===== config.mk =====
export PLATFORM = sky130hd
export DESIGN_NAME = pwrseq_top
export DESIGN_NICKNAME = d
export VERILOG_FILES = /design/src/shared/pwrseq_pkg.sv /design/src/hw/pwrseq_top.sv
export SDC_FILE = /design/constraint.sdc
export NUM_CORES = 1
export LEC_CHECK = 0
export BUFFER_PORTS_ARGS = -buffer_cell sky130_fd_sc_hd__buf_4
export CAP_MARGIN = 20
export CORE_ASPECT_RATIO = 2
export CORE_MARGIN = 2
export CORE_UTILIZATION = 40
export DETAILED_ROUTE_END_ITERATION = 8
export GPL_ROUTABILITY_DRIVEN = 0
export PLACE_DENSITY_LB_ADDON = 0.08
export SYNTH_ARGS = -nofsm -noshare
export SYNTH_HDL_FRONTEND = slang
export SYNTH_SLANG_ARGS = --single-unit
export TNS_END_PERCENT = 30

===== constraint.sdc =====
create_clock -name i_sys_clk -period 37.7 [get_ports i_sys_clk]
set_clock_uncertainty 0.15 [all_clocks]
set_input_delay 5.655 -clock i_sys_clk [delete_from_list [all_inputs] [get_ports i_sys_clk]]
set_output_delay 5.655 -clock i_sys_clk [all_outputs]
set_load 0.1 [all_outputs]

===== src/shared/pwrseq_pkg.sv =====
// Constants, field layouts and carrier types for the power sequencing block.
// Assumes a 250 MHz system clock and a 32-bit classic Wishbone register bus.
package pwrseq_pkg;
	// Clock rate and capture write times
	localparam int unsigned CLK_MHZ       = 250;
	localparam int unsigned NVM_SHORT_US  = 700;
	localparam int unsigned NVM_LONG_US   = 1400;
	localparam int unsigned NVM_SHORT_CYC = NVM_SHORT_US * CLK_MHZ;
	localparam int unsigned NVM_LONG_CYC  = NVM_LONG_US * CLK_MHZ;
	localparam int unsigned NVM_CNT_W     = 19;

	// Register byte offsets
	localparam logic [7:0] OFS_CTRL   = 8'h00;
	localparam logic [7:0] OFS_PHASE  = 8'h04;
	localparam logic [7:0] OFS_PRED   = 8'h08;
	localparam logic [7:0] OFS_SUCC   = 8'h0c;
	localparam logic [7:0] OFS_MISC   = 8'h10;
	localparam logic [7:0] OFS_STATUS = 8'h14;
	localparam logic [7:0] OFS_FAULT  = 8'h18;
	localparam logic [7:0] OFS_CAPCMD = 8'h1c;
	localparam logic [7:0] OFS_CAPPTR = 8'h20;
	localparam logic [7:0] OFS_CAPDAT = 8'h24;

	// Control register fields
	localparam int CTRL_PHASE_CMD = 0;
	localparam int CTRL_BLOCK_WR  = 1;
	localparam int CTRL_SHUTDOWN  = 2;
	localparam int CTRL_FOLLOW    = 3;
	localparam int CTRL_RESTART   = 4;
	localparam int CTRL_CMD_SEQ   = 5;
	localparam int CTRL_W         = 6;
	localparam logic [CTRL_W-1:0] CTRL_RST = 6'h04;
	localparam int MISC_CAP_EN    = 1;

	// Fault flag bits
	localparam int FLT_LOCAL  = 0;
	localparam int FLT_REMOTE = 1;

	// Capture store and commands
	localparam int CAP_BYTES              = 22;
	localparam logic [7:0] CAPCMD_LOAD    = 8'h01;
	localparam logic [7:0] CAPCMD_STORE   = 8'h02;

	// Addresses and phase steps (22.5 degree units, 16 steps = 360)
	localparam logic [6:0] ADDR_BASE     = 7'h20;
	localparam logic [5:0] ADDR_STRAP_RES = 6'h03;
	localparam logic [4:0] PHASE_MAX     = 5'h10;
	localparam logic [4:0] PHASE_PER_ADDR = 5'h02;

	// Sequence strap groups (strap code / 3)
	localparam logic [2:0] GRP_FIRST = 3'h2;
	localparam logic [2:0] GRP_LAST  = 3'h3;
	localparam logic [2:0] GRP_MID   = 3'h4;
	localparam logic [2:0] GRP_TRACK = 3'h5;

	// Event bus frame
	localparam int EVT_BITS = 9;

	typedef enum logic [1:0] {SYNC_IN, SYNC_AUTO, SYNC_OUT} sync_dir_t;
	typedef enum logic [1:0] {ROLE_NONE, ROLE_FIRST, ROLE_MID, ROLE_LAST} seq_role_t;
	typedef enum logic [1:0] {EVT_ON, EVT_OFF, EVT_FAULT} evt_kind_t;

	typedef struct packed {
		sync_dir_t sync_dir;
		seq_role_t role;
		logic      track_en;
	} strap_cfg_t;

	typedef struct packed {
		evt_kind_t  kind;
		logic [6:0] addr;
	} evt_t;
endpackage

===== src/hw/pwrseq_top.sv =====
// Power sequencing, phase selection, fault spreading, alert and capture store.
// Assumes straps, enable, fault and event bus lines are asynchronous pins and
// a classic Wishbone master on the system clock.
//
// Operation
// - Address-derived offset: 0 to 315 degrees in 45 degree steps
// - Accept commanded offset in 22.5 degree steps
// - Autonomous mode sequences via event bus events
// - Autonomous mode forces address-derived phase offset
// - Sequence strap decodes sync pin direction
// - First two strap triples (codes 0 to 5) disable sequencing, tracking
// - Strap groups select first, last, middle role
// - Top strap group disables sequencing, enables tracking
// - Turn-on ascends from lowest address
// - Turn-off descends from highest address
// - Predecessor/successor commands allow free addressing
// - Enable rise starts on from ST_OFF, turns off from ST_WAIT_OFF; fall starts off
// - Shutdown fault in ST_ON shuts down and broadcasts event
// - Peer fault event in ST_ON: shutdown, optional ordered restart
// - Alert line low while any sticky fault flag is set, until cleared by write-one
// - Capture enabled only by misc bit 1
// - Capture read as 22-byte block anytime
// - Fault capture stored only for shutdown response
// - Capture store takes 700 or 1400 us
// - Command 1 loads store, 2 stores when disabled
// - Default phase is address times 45 degrees
// - Address strap low/open/high gives 0x20/21/22
`timescale 1ns/100ps
module pwrseq_top #(
	parameter int unsigned NVM_SHORT_CYC = pwrseq_pkg::NVM_SHORT_CYC, // Short store time
	parameter int unsigned NVM_LONG_CYC  = pwrseq_pkg::NVM_LONG_CYC   // Block store time
) (
	input  wire logic         i_sys_clk,       // System clock, 250 MHz
	input  wire logic         i_sys_rst,       // Synchronous reset, active high
	input  wire logic         i_ce,            // Clock enable, freezes state when low
	input  wire logic         i_wb_cyc,        // Wishbone cycle
	input  wire logic         i_wb_stb,        // Wishbone strobe
	input  wire logic         i_wb_we,         // Wishbone write enable
	input  wire logic [7:0]   i_wb_adr,        // Wishbone byte address
	input  wire logic [3:0]   i_wb_sel,        // Wishbone byte selects
	input  wire logic [31:0]  i_wb_dat,        // Wishbone write data
	output logic [31:0]       o_wb_dat,        // Wishbone read data
	output logic              o_wb_ack,        // Wishbone acknowledge
	input  wire logic [4:0]   i_cfg_strap,     // Sequence strap code 0..17
	input  wire logic [5:0]   i_addr_strap,    // Address strap code 0..32
	input  wire logic         i_enable,        // Group enable pin
	input  wire logic         i_fault,         // Local fault detected
	input  wire logic [175:0] i_live_params,   // Live parameters, 22 bytes
	input  wire logic         i_evt_clk,       // Event bus clock
	input  wire logic         i_evt_bus_in,    // Event bus line level
	output logic              o_evt_bus_out,   // Event bus drive value, always 0
	output logic              o_evt_bus_oe,    // Event bus pull-down enable
	output logic              o_fault_alert_n, // Fault alert line, active low
	output logic              o_power_en,      // Power stage enable
	output logic [4:0]        o_phase_step,    // Phase offset in 22.5 degree steps
	output logic [1:0]        o_sync_dir,      // Sync pin direction
	output logic              o_track_en       // Voltage tracking enable
);
	typedef enum logic [1:0] {ST_OFF, ST_WAIT_ON, ST_ON, ST_WAIT_OFF} seq_state_t;

	// Decode of the sequence strap into the configuration carrier
	function automatic pwrseq_pkg::strap_cfg_t decode_cfg(input logic [4:0] code);
		pwrseq_pkg::strap_cfg_t c;
		logic [2:0] grp;
		grp        = 3'(code / 5'h03);
		c.sync_dir = pwrseq_pkg::sync_dir_t'(2'(code % 5'h03));
		c.track_en = (grp == pwrseq_pkg::GRP_TRACK);
		unique case (grp)
			pwrseq_pkg::GRP_FIRST: c.role = pwrseq_pkg::ROLE_FIRST;
			pwrseq_pkg::GRP_LAST:  c.role = pwrseq_pkg::ROLE_LAST;
			pwrseq_pkg::GRP_MID:   c.role = pwrseq_pkg::ROLE_MID;
			default:               c.role = pwrseq_pkg::ROLE_NONE;
		endcase
		return c;
	endfunction

	// Two-stage synchronisers for all pins
	logic [4:0]  cfg_s1, cfg_s2;
	logic [5:0]  adr_s1, adr_s2;
	logic [3:0]  pin_s1, pin_s2;
	logic        en_d, evt_clk_d;
	always_ff @(posedge i_sys_clk) begin
		if (i_sys_rst) begin
			cfg_s1 <= 5'h00;
			cfg_s2 <= 5'h00;
			adr_s1 <= 6'h00;
			adr_s2 <= 6'h00;
			pin_s1 <= 4'h0;
			pin_s2 <= 4'h0;
		end else if (i_ce) begin
			cfg_s1 <= i_cfg_strap;
			cfg_s2 <= cfg_s1;
			adr_s1 <= i_addr_strap;
			adr_s2 <= adr_s1;
			pin_s1 <= {i_enable, i_fault, i_evt_clk, i_evt_bus_in};
			pin_s2 <= pin_s1;
		end
	end
	wire logic en_sync   = pin_s2[3];
	wire logic fault_sync = pin_s2[2];
	wire logic evt_clk_s = pin_s2[1];
	wire logic evt_dat_s = pin_s2[0];

	// Straps are caught once after reset release
	pwrseq_pkg::strap_cfg_t cfg_reg;
	logic [6:0]  my_addr_reg;
	logic [1:0]  strap_wait_reg;
	always_ff @(posedge i_sys_clk) begin
		if (i_sys_rst) begin
			cfg_reg        <= '0;
			my_addr_reg    <= 7'h00;
			strap_wait_reg <= 2'h0;
		end else if (i_ce && strap_wait_reg != 2'h3) begin
			strap_wait_reg <= strap_wait_reg + 2'h1;
			if (strap_wait_reg == 2'h2) begin
				cfg_reg <= decode_cfg(cfg_s2);
				if (adr_s2 < pwrseq_pkg::ADDR_STRAP_RES)
					my_addr_reg <= pwrseq_pkg::ADDR_BASE + 7'(adr_s2);
				else
					my_addr_reg <= pwrseq_pkg::ADDR_BASE + 7'(adr_s2 - pwrseq_pkg::ADDR_STRAP_RES);
			end
		end
	end
	wire logic strap_done = (strap_wait_reg == 2'h3);

	// Software registers
	logic [pwrseq_pkg::CTRL_W-1:0] ctrl_reg;
	logic [4:0]  phase_cmd_reg;
	logic [6:0]  pred_reg, succ_reg;
	logic [7:0]  misc_reg;
	logic [1:0]  fault_flags_reg;
	logic        ack_reg;
	wire logic   wb_req = i_wb_cyc && i_wb_stb && !ack_reg;
	wire logic   wb_wr  = wb_req && i_wb_we && i_wb_sel[0];
	wire logic   wb_rd  = wb_req && !i_wb_we;

	// Control writes
	always_ff @(posedge i_sys_clk) begin
		if (i_sys_rst) begin
			ctrl_reg      <= pwrseq_pkg::CTRL_RST;
			phase_cmd_reg <= 5'h00;
			pred_reg      <= 7'h00;
			succ_reg      <= 7'h00;
			misc_reg      <= 8'h00;
		end else if (i_ce && wb_wr) begin
			unique case (i_wb_adr)
				pwrseq_pkg::OFS_CTRL:  ctrl_reg <= i_wb_dat[pwrseq_pkg::CTRL_W-1:0];
				pwrseq_pkg::OFS_PHASE: phase_cmd_reg <= (i_wb_dat[4:0] > pwrseq_pkg::PHASE_MAX)
					? pwrseq_pkg::PHASE_MAX : i_wb_dat[4:0];
				pwrseq_pkg::OFS_PRED:  pred_reg <= i_wb_dat[6:0];
				pwrseq_pkg::OFS_SUCC:  succ_reg <= i_wb_dat[6:0];
				pwrseq_pkg::OFS_MISC:  misc_reg <= i_wb_dat[7:0];
				default: ;
			endcase
		end
	end

	// Sequencing mode, neighbours and phase selection
	wire logic autonomous = (cfg_reg.role != pwrseq_pkg::ROLE_NONE) && !ctrl_reg[pwrseq_pkg::CTRL_CMD_SEQ];
	wire logic seq_active = autonomous || ctrl_reg[pwrseq_pkg::CTRL_CMD_SEQ];
	wire logic [6:0] pred_addr = autonomous ? my_addr_reg - 7'h01 : pred_reg;
	wire logic [6:0] succ_addr = autonomous ? my_addr_reg + 7'h01 : succ_reg;
	wire logic is_first = autonomous ? cfg_reg.role == pwrseq_pkg::ROLE_FIRST : pred_reg == my_addr_reg;
	wire logic is_last  = autonomous ? cfg_reg.role == pwrseq_pkg::ROLE_LAST : succ_reg == my_addr_reg;
	wire logic [4:0] addr_phase = 5'(my_addr_reg[2:0]) * pwrseq_pkg::PHASE_PER_ADDR;
	always_ff @(posedge i_sys_clk) begin
		if (i_sys_rst)
			o_phase_step <= 5'h00;
		else if (i_ce)
			o_phase_step <= (ctrl_reg[pwrseq_pkg::CTRL_PHASE_CMD] && !autonomous)
				? phase_cmd_reg : addr_phase;
	end
	assign o_sync_dir = cfg_reg.sync_dir;
	assign o_track_en = cfg_reg.track_en && !seq_active;

	// Event bus receiver: sampled on event clock rising edges
	logic        rx_busy_reg, rx_stb_reg;
	logic [3:0]  rx_cnt_reg;
	logic [8:0]  rx_sh_reg;
	pwrseq_pkg::evt_t rx_evt_reg;
	wire logic   evt_rise = evt_clk_s && !evt_clk_d;
	wire logic   evt_fall = !evt_clk_s && evt_clk_d;
	always_ff @(posedge i_sys_clk) begin
		if (i_sys_rst) begin
			evt_clk_d   <= 1'b0;
			rx_busy_reg <= 1'b0;
			rx_stb_reg  <= 1'b0;
			rx_cnt_reg  <= 4'h0;
			rx_sh_reg   <= 9'h000;
			rx_evt_reg  <= '0;
		end else if (i_ce) begin
			evt_clk_d  <= evt_clk_s;
			rx_stb_reg <= 1'b0;
			if (evt_rise) begin
				if (!rx_busy_reg && !evt_dat_s) begin
					rx_busy_reg <= 1'b1;
					rx_cnt_reg  <= 4'h0;
				end else if (rx_busy_reg) begin
					rx_sh_reg  <= {rx_sh_reg[7:0], evt_dat_s};
					rx_cnt_reg <= rx_cnt_reg + 4'h1;
					if (rx_cnt_reg == 4'(pwrseq_pkg::EVT_BITS - 1)) begin
						rx_busy_reg <= 1'b0;
						rx_stb_reg  <= 1'b1;
						rx_evt_reg  <= {rx_sh_reg[7:0], evt_dat_s};
					end
				end
			end
		end
	end
	wire logic rx_on    = rx_stb_reg && rx_evt_reg.kind == pwrseq_pkg::EVT_ON  && rx_evt_reg.addr == pred_addr;
	wire logic rx_off   = rx_stb_reg && rx_evt_reg.kind == pwrseq_pkg::EVT_OFF && rx_evt_reg.addr == succ_addr;
	wire logic rx_fault = rx_stb_reg && rx_evt_reg.kind == pwrseq_pkg::EVT_FAULT
		&& rx_evt_reg.addr != my_addr_reg; // Own frame heard back is not a peer fault

	// Sequencer state machine
	seq_state_t  state_reg;
	logic        tx_req_reg, restart_reg;
	pwrseq_pkg::evt_kind_t tx_kind_reg;
	logic        tx_take;
	wire logic   en_rise  = en_sync && !en_d;
	wire logic   en_fall  = !en_sync && en_d;
	wire logic   loc_fault = fault_sync && ctrl_reg[pwrseq_pkg::CTRL_SHUTDOWN];
	always_ff @(posedge i_sys_clk) begin
		if (i_sys_rst) begin
			state_reg   <= ST_OFF;
			en_d        <= 1'b0;
			tx_req_reg  <= 1'b0;
			tx_kind_reg <= pwrseq_pkg::EVT_ON;
			restart_reg <= 1'b0;
		end else if (i_ce && strap_done) begin
			en_d <= en_sync;
			if (tx_take)
				tx_req_reg <= 1'b0;
			unique case (state_reg)
				ST_OFF: if (en_rise || (restart_reg && en_sync)) begin
					restart_reg <= 1'b0;
					if (seq_active && !is_first)
						state_reg <= ST_WAIT_ON;
					else begin
						state_reg   <= ST_ON;
						tx_req_reg  <= seq_active;
						tx_kind_reg <= pwrseq_pkg::EVT_ON;
					end
				end
				ST_WAIT_ON: if (!en_sync)
					state_reg <= ST_OFF;
				else if (rx_on) begin
					state_reg   <= ST_ON;
					tx_req_reg  <= 1'b1;
					tx_kind_reg <= pwrseq_pkg::EVT_ON;
				end
				ST_ON: if (loc_fault) begin
					state_reg   <= ST_OFF;
					tx_req_reg  <= 1'b1;
					tx_kind_reg <= pwrseq_pkg::EVT_FAULT;
				end else if (rx_fault && ctrl_reg[pwrseq_pkg::CTRL_FOLLOW]) begin
					state_reg   <= ST_OFF;
					restart_reg <= ctrl_reg[pwrseq_pkg::CTRL_RESTART];
				end else if (en_fall) begin
					if (seq_active && !is_last)
						state_reg <= ST_WAIT_OFF;
					else begin
						state_reg   <= ST_OFF;
						tx_req_reg  <= seq_active;
						tx_kind_reg <= pwrseq_pkg::EVT_OFF;
					end
				end
				ST_WAIT_OFF: if (rx_off || en_rise) begin
					state_reg   <= ST_OFF;
					tx_req_reg  <= 1'b1;
					tx_kind_reg <= pwrseq_pkg::EVT_OFF;
				end
			endcase
		end
	end
	// Output stays up while waiting for the successor to turn off
	assign o_power_en = (state_reg == ST_ON) || (state_reg == ST_WAIT_OFF);

	// Event bus transmitter: bits change on event clock falling edges
	logic        tx_busy_reg;
	logic [3:0]  tx_cnt_reg;
	logic [9:0]  tx_sh_reg;
	assign tx_take = tx_req_reg && !tx_busy_reg && !rx_busy_reg && evt_fall;
	always_ff @(posedge i_sys_clk) begin
		if (i_sys_rst) begin
			tx_busy_reg  <= 1'b0;
			tx_cnt_reg   <= 4'h0;
			tx_sh_reg    <= 10'h3ff;
			o_evt_bus_oe <= 1'b0;
		end else if (i_ce) begin
			if (tx_take) begin
				tx_busy_reg  <= 1'b1;
				tx_cnt_reg   <= 4'h0;
				tx_sh_reg    <= {1'b0, tx_kind_reg, my_addr_reg};
				o_evt_bus_oe <= 1'b1;
			end else if (tx_busy_reg && evt_fall) begin
				tx_sh_reg    <= {tx_sh_reg[8:0], 1'b1};
				o_evt_bus_oe <= !tx_sh_reg[8] && tx_cnt_reg != 4'(pwrseq_pkg::EVT_BITS);
				tx_cnt_reg   <= tx_cnt_reg + 4'h1;
				if (tx_cnt_reg == 4'(pwrseq_pkg::EVT_BITS))
					tx_busy_reg <= 1'b0;
			end
		end
	end
	assign o_evt_bus_out = 1'b0;

	// Sticky fault flags, set wins over write-one-to-clear
	wire logic [1:0] flt_set = {rx_fault, fault_sync};
	always_ff @(posedge i_sys_clk) begin
		if (i_sys_rst)
			fault_flags_reg <= 2'h0;
		else if (i_ce) begin
			if (wb_wr && i_wb_adr == pwrseq_pkg::OFS_FAULT)
				fault_flags_reg <= (fault_flags_reg & ~i_wb_dat[1:0]) | flt_set;
			else
				fault_flags_reg <= fault_flags_reg | flt_set;
		end
	end
	assign o_fault_alert_n = !(|fault_flags_reg);

	// Capture RAM, stored copy and store timer
	logic [7:0]  cap_ram [pwrseq_pkg::CAP_BYTES];
	logic [7:0]  cap_nvm [pwrseq_pkg::CAP_BYTES];
	logic [4:0]  cap_ptr_reg;
	logic [pwrseq_pkg::NVM_CNT_W-1:0] nvm_cnt_reg;
	logic        nvm_busy_reg, fault_d;
	wire logic   cap_en   = misc_reg[pwrseq_pkg::MISC_CAP_EN];
	wire logic   fault_cap = cap_en && fault_sync && !fault_d && ctrl_reg[pwrseq_pkg::CTRL_SHUTDOWN];
	wire logic   cmd_wr   = wb_wr && i_wb_adr == pwrseq_pkg::OFS_CAPCMD;
	wire logic   cmd_load = cmd_wr && i_wb_dat[7:0] == pwrseq_pkg::CAPCMD_LOAD;
	wire logic   cmd_store = cmd_wr && i_wb_dat[7:0] == pwrseq_pkg::CAPCMD_STORE
		&& state_reg == ST_OFF && !en_sync;
	wire logic   store_go = (fault_cap || cmd_store) && !nvm_busy_reg;
	wire logic [pwrseq_pkg::NVM_CNT_W-1:0] store_len = ctrl_reg[pwrseq_pkg::CTRL_BLOCK_WR]
		? pwrseq_pkg::NVM_CNT_W'(NVM_LONG_CYC - 1) : pwrseq_pkg::NVM_CNT_W'(NVM_SHORT_CYC - 1);
	always_ff @(posedge i_sys_clk) begin
		if (i_sys_rst) begin
			nvm_busy_reg <= 1'b0;
			nvm_cnt_reg  <= '0;
			fault_d      <= 1'b0;
		end else if (i_ce) begin
			fault_d <= fault_sync;
			if (store_go) begin
				nvm_busy_reg <= 1'b1;
				nvm_cnt_reg  <= store_len;
			end else if (nvm_busy_reg) begin
				nvm_cnt_reg <= nvm_cnt_reg - 1'b1;
				if (nvm_cnt_reg == '0)
					nvm_busy_reg <= 1'b0;
			end
		end
	end
	generate
		for (genvar b = 0; b < pwrseq_pkg::CAP_BYTES; b++) begin : g_cap
			// Live capture into RAM, load from store, and commit at store end
			always_ff @(posedge i_sys_clk) begin
				if (i_sys_rst) begin
					cap_ram[b] <= 8'h00;
					cap_nvm[b] <= 8'h00;
				end else if (i_ce) begin
					if (cmd_load && !nvm_busy_reg)
						cap_ram[b] <= cap_nvm[b];
					else if (cap_en && state_reg == ST_ON && !fault_d && !nvm_busy_reg)
						cap_ram[b] <= i_live_params[b*8 +: 8];
					if (nvm_busy_reg && nvm_cnt_reg == '0)
						cap_nvm[b] <= cap_ram[b];
				end
			end
		end
	endgenerate

	// Block-read pointer: each data read advances and wraps at 22 bytes
	always_ff @(posedge i_sys_clk) begin
		if (i_sys_rst)
			cap_ptr_reg <= 5'h00;
		else if (i_ce) begin
			if (wb_wr && i_wb_adr == pwrseq_pkg::OFS_CAPPTR)
				cap_ptr_reg <= 5'(i_wb_dat[4:0] % 5'(pwrseq_pkg::CAP_BYTES));
			else if (wb_rd && i_wb_adr == pwrseq_pkg::OFS_CAPDAT)
				cap_ptr_reg <= (cap_ptr_reg == 5'(pwrseq_pkg::CAP_BYTES - 1)) ? 5'h00
					: cap_ptr_reg + 5'h01;
		end
	end

	// Wishbone answer one cycle after the request, unmapped reads return zero
	always_ff @(posedge i_sys_clk) begin
		if (i_sys_rst) begin
			ack_reg  <= 1'b0;
			o_wb_dat <= 32'h00000000;
		end else if (i_ce) begin
			ack_reg <= wb_req;
			if (wb_rd) begin
				unique case (i_wb_adr)
					pwrseq_pkg::OFS_CTRL:   o_wb_dat <= 32'(ctrl_reg);
					pwrseq_pkg::OFS_PHASE:  o_wb_dat <= 32'(phase_cmd_reg);
					pwrseq_pkg::OFS_PRED:   o_wb_dat <= 32'(pred_reg);
					pwrseq_pkg::OFS_SUCC:   o_wb_dat <= 32'(succ_reg);
					pwrseq_pkg::OFS_MISC:   o_wb_dat <= 32'(misc_reg);
					pwrseq_pkg::OFS_STATUS: o_wb_dat <= {7'h00, nvm_busy_reg, 3'h0, o_phase_step,
						1'b0, my_addr_reg, 1'b0, o_track_en, cfg_reg.role, o_sync_dir, state_reg};
					pwrseq_pkg::OFS_FAULT:  o_wb_dat <= 32'(fault_flags_reg);
					pwrseq_pkg::OFS_CAPPTR: o_wb_dat <= 32'(cap_ptr_reg);
					pwrseq_pkg::OFS_CAPDAT: o_wb_dat <= 32'(cap_ram[cap_ptr_reg]);
					default:                o_wb_dat <= 32'h00000000;
				endcase
			end
		end
	end
	assign o_wb_ack = ack_reg;
endmodule


; ---- Yosys cells after proc, flatten, opt, wreduce, memory -nomap -nowiden
; Memory sizes are Yosys's and may differ from the RTL's. A register that Yosys moved wholly into a read port is not among the register bits.
; Index checks and enable logic that the tools add are counted.
[word_totals]
regBits = 189
mem_bits_rw = 352
inputBits = 241
elab_cells = 431
memories = 2
[mem_list]
columns = memory, words, width, rd, rd_ports_with_merged_regs, write_ports, line
row1 = cap_nvm, 22, 8, 22, 0, 22, pwrseq_top.sv:323  ; logic [7:0] cap_nvm [pwrseq_pkg::CAP_BYTES];
row2 = cap_ram, 22, 8, 23, 1, 22, pwrseq_top.sv:322  ; logic [7:0] cap_ram [pwrseq_pkg::CAP_BYTES];
[classes]
addsub = 10
div_mod_pow = 3
magnitude_cmp = 2
n_eq_ne = 46
muxes = 155
bitwise_logic = 71
reduce_logical = 102
[ops]
columns = op, count
row1 = 8-bit 2-to-1 mux, 66
row2 = 25-bit case mux with 9 select lines, 1
row3 = 1-bit OR, 66
row4 = 19-bit 2-to-1 mux, 3
row5 = 1-bit logical AND, 49
row6 = 1-bit 2-to-1 mux, 45
row7 = 2-bit 2-to-1 mux, 19
row8 = 5-bit 2-to-1 mux, 7
row9 = 8-bit by 5-bit == test with 1-bit output (second input constant), 4
row10 = 7-bit == test, 4
row11 = 2-bit AND reduction, 11
row12 = 7-bit 2-to-1 mux, 3
row13 = 19-bit zero test, 1
row14 = 19-bit by 1-bit subtractor with 19-bit output (second input constant), 1
row15 = 1-bit zero test, 18
row16 = 9-bit 2-to-1 mux, 2
row17 = 8-bit by 4-bit == test with 1-bit output (second input constant), 2
row18 = 8-bit by 6-bit == test with 1-bit output (second input constant), 2
row19 = 4-bit 2-to-1 mux, 4
row20 = 2-bit inequality test (second input constant), 8
row21 = 2-bit case mux with 4 select lines, 2
row22 = 5-bit AND reduction, 3
row23 = 2-bit nonzero test, 7
row24 = 2-bit == test (second input constant), 6
row25 = other kinds (38), 55

; ---- Depth between registers and ports, before layout
[depth]
depth_word = 13
depth_mapped = 13
mapped_depth_nobuf = 11

; ---- Worst setup path before layout
; Ideal clock, no wire load.
[synth_path]
path_kind = input -> register
from = input i_ce
to = memory cap_nvm[0][0], enable pin
t_arrival_ps = 18979
t_required_ps = 36577
slack_ps = 17597
path_stages = 3
n_path_buf = 1
path_cell_list = clkbuf_1 nand2_1 o31ai_1
[synth_rtl]
columns = item, line
row1 = start: declaration, pwrseq_top.sv:35  ; input wire logic i_ce,
row2 = end: declaration, pwrseq_top.sv:323

==> results.sh <==
export IMPL_status="completed"
export IMPL_cp_slowest_cell="buf_4"
export IMPL_rows=128
export IMPL_reg_largest_list="cap_nvm x176, cap_ram x176, o_wb_dat x21"
export IMPL_yosysTopAreaCell="edfxtp_1"
export IMPL_finalNetCount=2452
export IMPL_syn_inst=2027
export IMPL_worst_path_buf_inv=5
export IMPL_cp_data_required_time_ps=37780
export IMPL_peakVddDrop_v=0.0000306
export IMPL_cts_tree="built"
export IMPL_post_cts_buffers=0
export IMPL_p_leak_nw=10.7
export IMPL_sw_frac_of_total_pct=23.0
export IMPL_worst_pin_slew_ps=1090
export IMPL_setup_viol=0
export IMPL_via_count=16700
export IMPL_p_clk_share_pct=44.2
export IMPL_dpl_cell_area_um2=26800
export IMPL_io_pins=286
export IMPL_r2r_cells=9
export IMPL_htreeDepth=2
export IMPL_drc=0
export IMPL_path_clk_slew_ps=70
export IMPL_hold_buffers=0
export IMPL_r2r_start="state_reg[1]"
export IMPL_seq_area_um2=14200
export IMPL_p_seq_share_pct=50.6
export IMPL_grt_max_degree=179
export IMPL_max_slew_margin_rel_pct=27.1
export IMPL_hp_start="nvm_cnt_reg[15]"
export IMPL_grt_usage_pct=21.0
export IMPL_layout_common_cells="edfxtp_1, buf_4, and2_1"
export IMPL_clkSinkCount=535
export IMPL_dieArea_um2=63000
export IMPL_synthDistinctLibCells=80
export IMPL_total_power_mw=1.28
export IMPL_rrSetupSlack_ps=32820
export IMPL_yosys_warnings=0
export IMPL_rsz0062_at_grt="no"
export IMPL_worstHoldEndpoint="nvm_cnt_reg[15]"
export IMPL_start_util_pct=40.3
export IMPL_drv_slew=0
export IMPL_crit_top_cell="buf_4"
export IMPL_synth_top_cell_area_share_pct=43.4
export IMPL_critPathMaxFanout=178
export IMPL_synth_edff_count=352
export IMPL_fillCellCount=5562
export IMPL_multi_input_area_um2=9400
export IMPL_clkLatencyLatePin_ps=610
export IMPL_postCtsResizedCells=0
export IMPL_dr_pass1_iters=5
export IMPL_synth_async_reset_ratio_pct=0
export IMPL_routedWlPerCell_um=22.3
export IMPL_finalSetupTns_ps=0
export IMPL_power_internal_mw=0.986
export IMPL_r2r_end="cap_ram[14][7]"
export IMPL_switchingPower_mw=0.294
export IMPL_crit_arrival_ps=10120
export IMPL_synth_seq_cells=535
export IMPL_pwr_share_comb_pct=5.2
export IMPL_viasPerCell=5.54
export IMPL_drive_gt1_share_pct=19.3
export IMPL_placed_cells=2921
export IMPL_final_common_cell="edfxtp_1"
export IMPL_hold_class="flip-flop to flip-flop"
export IMPL_critPathTopFamily="buffers and inverters"
export IMPL_cts_root_buf="clkbuf_16"
export IMPL_ys_dominant_reg_cell="edfxtp_1"
export IMPL_cp_depth=9
export IMPL_layout_worst_path_cycle_share_pct=26.6
export IMPL_fp_coreArea_um2=60500
export IMPL_finalHoldViolations=0
export IMPL_die_h_um=353
export IMPL_synthToLayoutAreaGrowth_pct=17.4
export IMPL_stdcell_count=3018
export IMPL_hold_depth=2
export IMPL_max_freq_mhz=99.6
export IMPL_avgSynthCellArea_um2=12.0
export IMPL_gr_total_overflow=0
export IMPL_path_cells="buf_4 > clkinv_1 > nor2_1 > nand3_1 > a21oi_4 > buf_12 > or3b_4 > buf_4 > buf_4"
export IMPL_start_kind="primary input"
export IMPL_grt_pass1_vias=16300
export IMPL_power_density_nw_per_um2=44.7
export IMPL_final_area_um2=28600
export IMPL_cts_inserted_buffers=51
export IMPL_clk_path_buf_depth=3
export IMPL_yosysSeqAreaShare_pct=58.4
export IMPL_maxCapViolCount=0
export IMPL_drtIter0Drc=1463
export IMPL_ant_nets=0
export IMPL_grt_pass1_wl_um=102000
export IMPL_die_width_um=179
export IMPL_crit_path_max_incr_delay_ps=910
export IMPL_cp_end_kind="flip-flop"
export IMPL_wl_um=67200
export IMPL_place_port_buffers=246
export IMPL_mappedNetlistArea_um2=24400
export IMPL_fin_crit_ps=10040
export IMPL_grt_antenna_before_repair=0
export IMPL_dpl_hpwl_um=41900
export IMPL_synthTopCellsByArea="edfxtp_1, dfxtp_1, a22o_1"
export IMPL_crit_type="primary input to flip-flop"
-- synthesized netlist by cell type, drive strengths merged, types with 13 or more instances --
cell type    n
xor2        13
a22o       185
inv         31
nor2       172
a22oi       20
ha          16
buf         36
o211ai      14
nand2b      13
nand3       30
nor4        15
clkbuf     129
xnor2       30
and2       190
nand2      106
edfxtp     352
nor3        28
mux2i      101
a21oi       78
dfxtp      183
o21ai       63
mux4        48
-- cells by family (layout without fill, tap and decap cells) --
logic type / after synthesis / count (layout) / synth area share (%)
XOR/XNOR: 43 / 43 / 1.55
adder cells (fa/ha/maj): 16 / 16 / 0.821
buffers and inverters: 198 / 397 / 3.35
other: 1 / 13 / 0.0154
multiplexers: 151 / 151 / 8.68
AND/OR/NAND/NOR: 631 / 631 / 13.4
flip-flops: 535 / 535 / 58.4
AO/OA/AOI/OAI: 452 / 452 / 13.8
-- cell type report --
cell class / instances / area share [%]
Sequential cell: 535 / 49.8
Antenna cell: 1 / 0.00875
Tap cell: 780 / 3.41
Timing Repair Buffer: 269 / 7.19
Multi-Input combinational cell: 1305 / 32.9
Clock buffer: 60 / 4.86
Inverter: 33 / 0.433
Clock inverter: 35 / 1.48
-- power groups by stage --
stage                     Combinational, mW  Sequential, mW  Clock, mW
after floorplan                      0.0368           0.661          0
after global placement               0.0671           0.660          0
after detailed placement             0.0675           0.660          0
after CTS                            0.0676           0.647      0.580
after global routing                 0.0721           0.649      0.598
final                                0.0668           0.647      0.566
-- worst max-delay path by stage --
stage	startpoint	slack [ps]	end
2_1_floorplan	i_ce	17600	cap_nvm[0][0]
3_3_place_gp	i_ce	26880	cap_ram[11][7]
3_5_place_dp	i_ce	26850	cap_ram[15][7]
4_1_cts	i_ce	27520	cap_ram[17][7]
5_1_grt	i_ce	27290	cap_ram[14][7]
6_report	i_ce	27660	cap_ram[17][7]
-- worst min-delay path: cells and delay by family, from the launching register on --
family | cells | cell delay, ps
AO/OA/AOI/OAI | 1 | 50
flip-flops | 1 | 310
AND/OR/NAND/NOR | 1 | 50
-- per-layer routing --
metal  track usage (%)  vias up  share of wire, %
li1                  -     7900                 -
met1              32.3     8226                48
met2              30.6      509                43
met3              3.82       72               6.9
met4              5.24        0               1.9
met5                 0        -                 0
-- stage by stage --
step	worst slack [ps]	util (%)	hold slack, ps
after floorplan	17600	-	282
after global placement	26880	44.3	294
after detailed placement	26850	44.3	298
after CTS	27520	47.2	308
after global routing	27290	47.3	341
final	27660	47.3	306
Note: power is estimated with default switching activity, not from simulation.
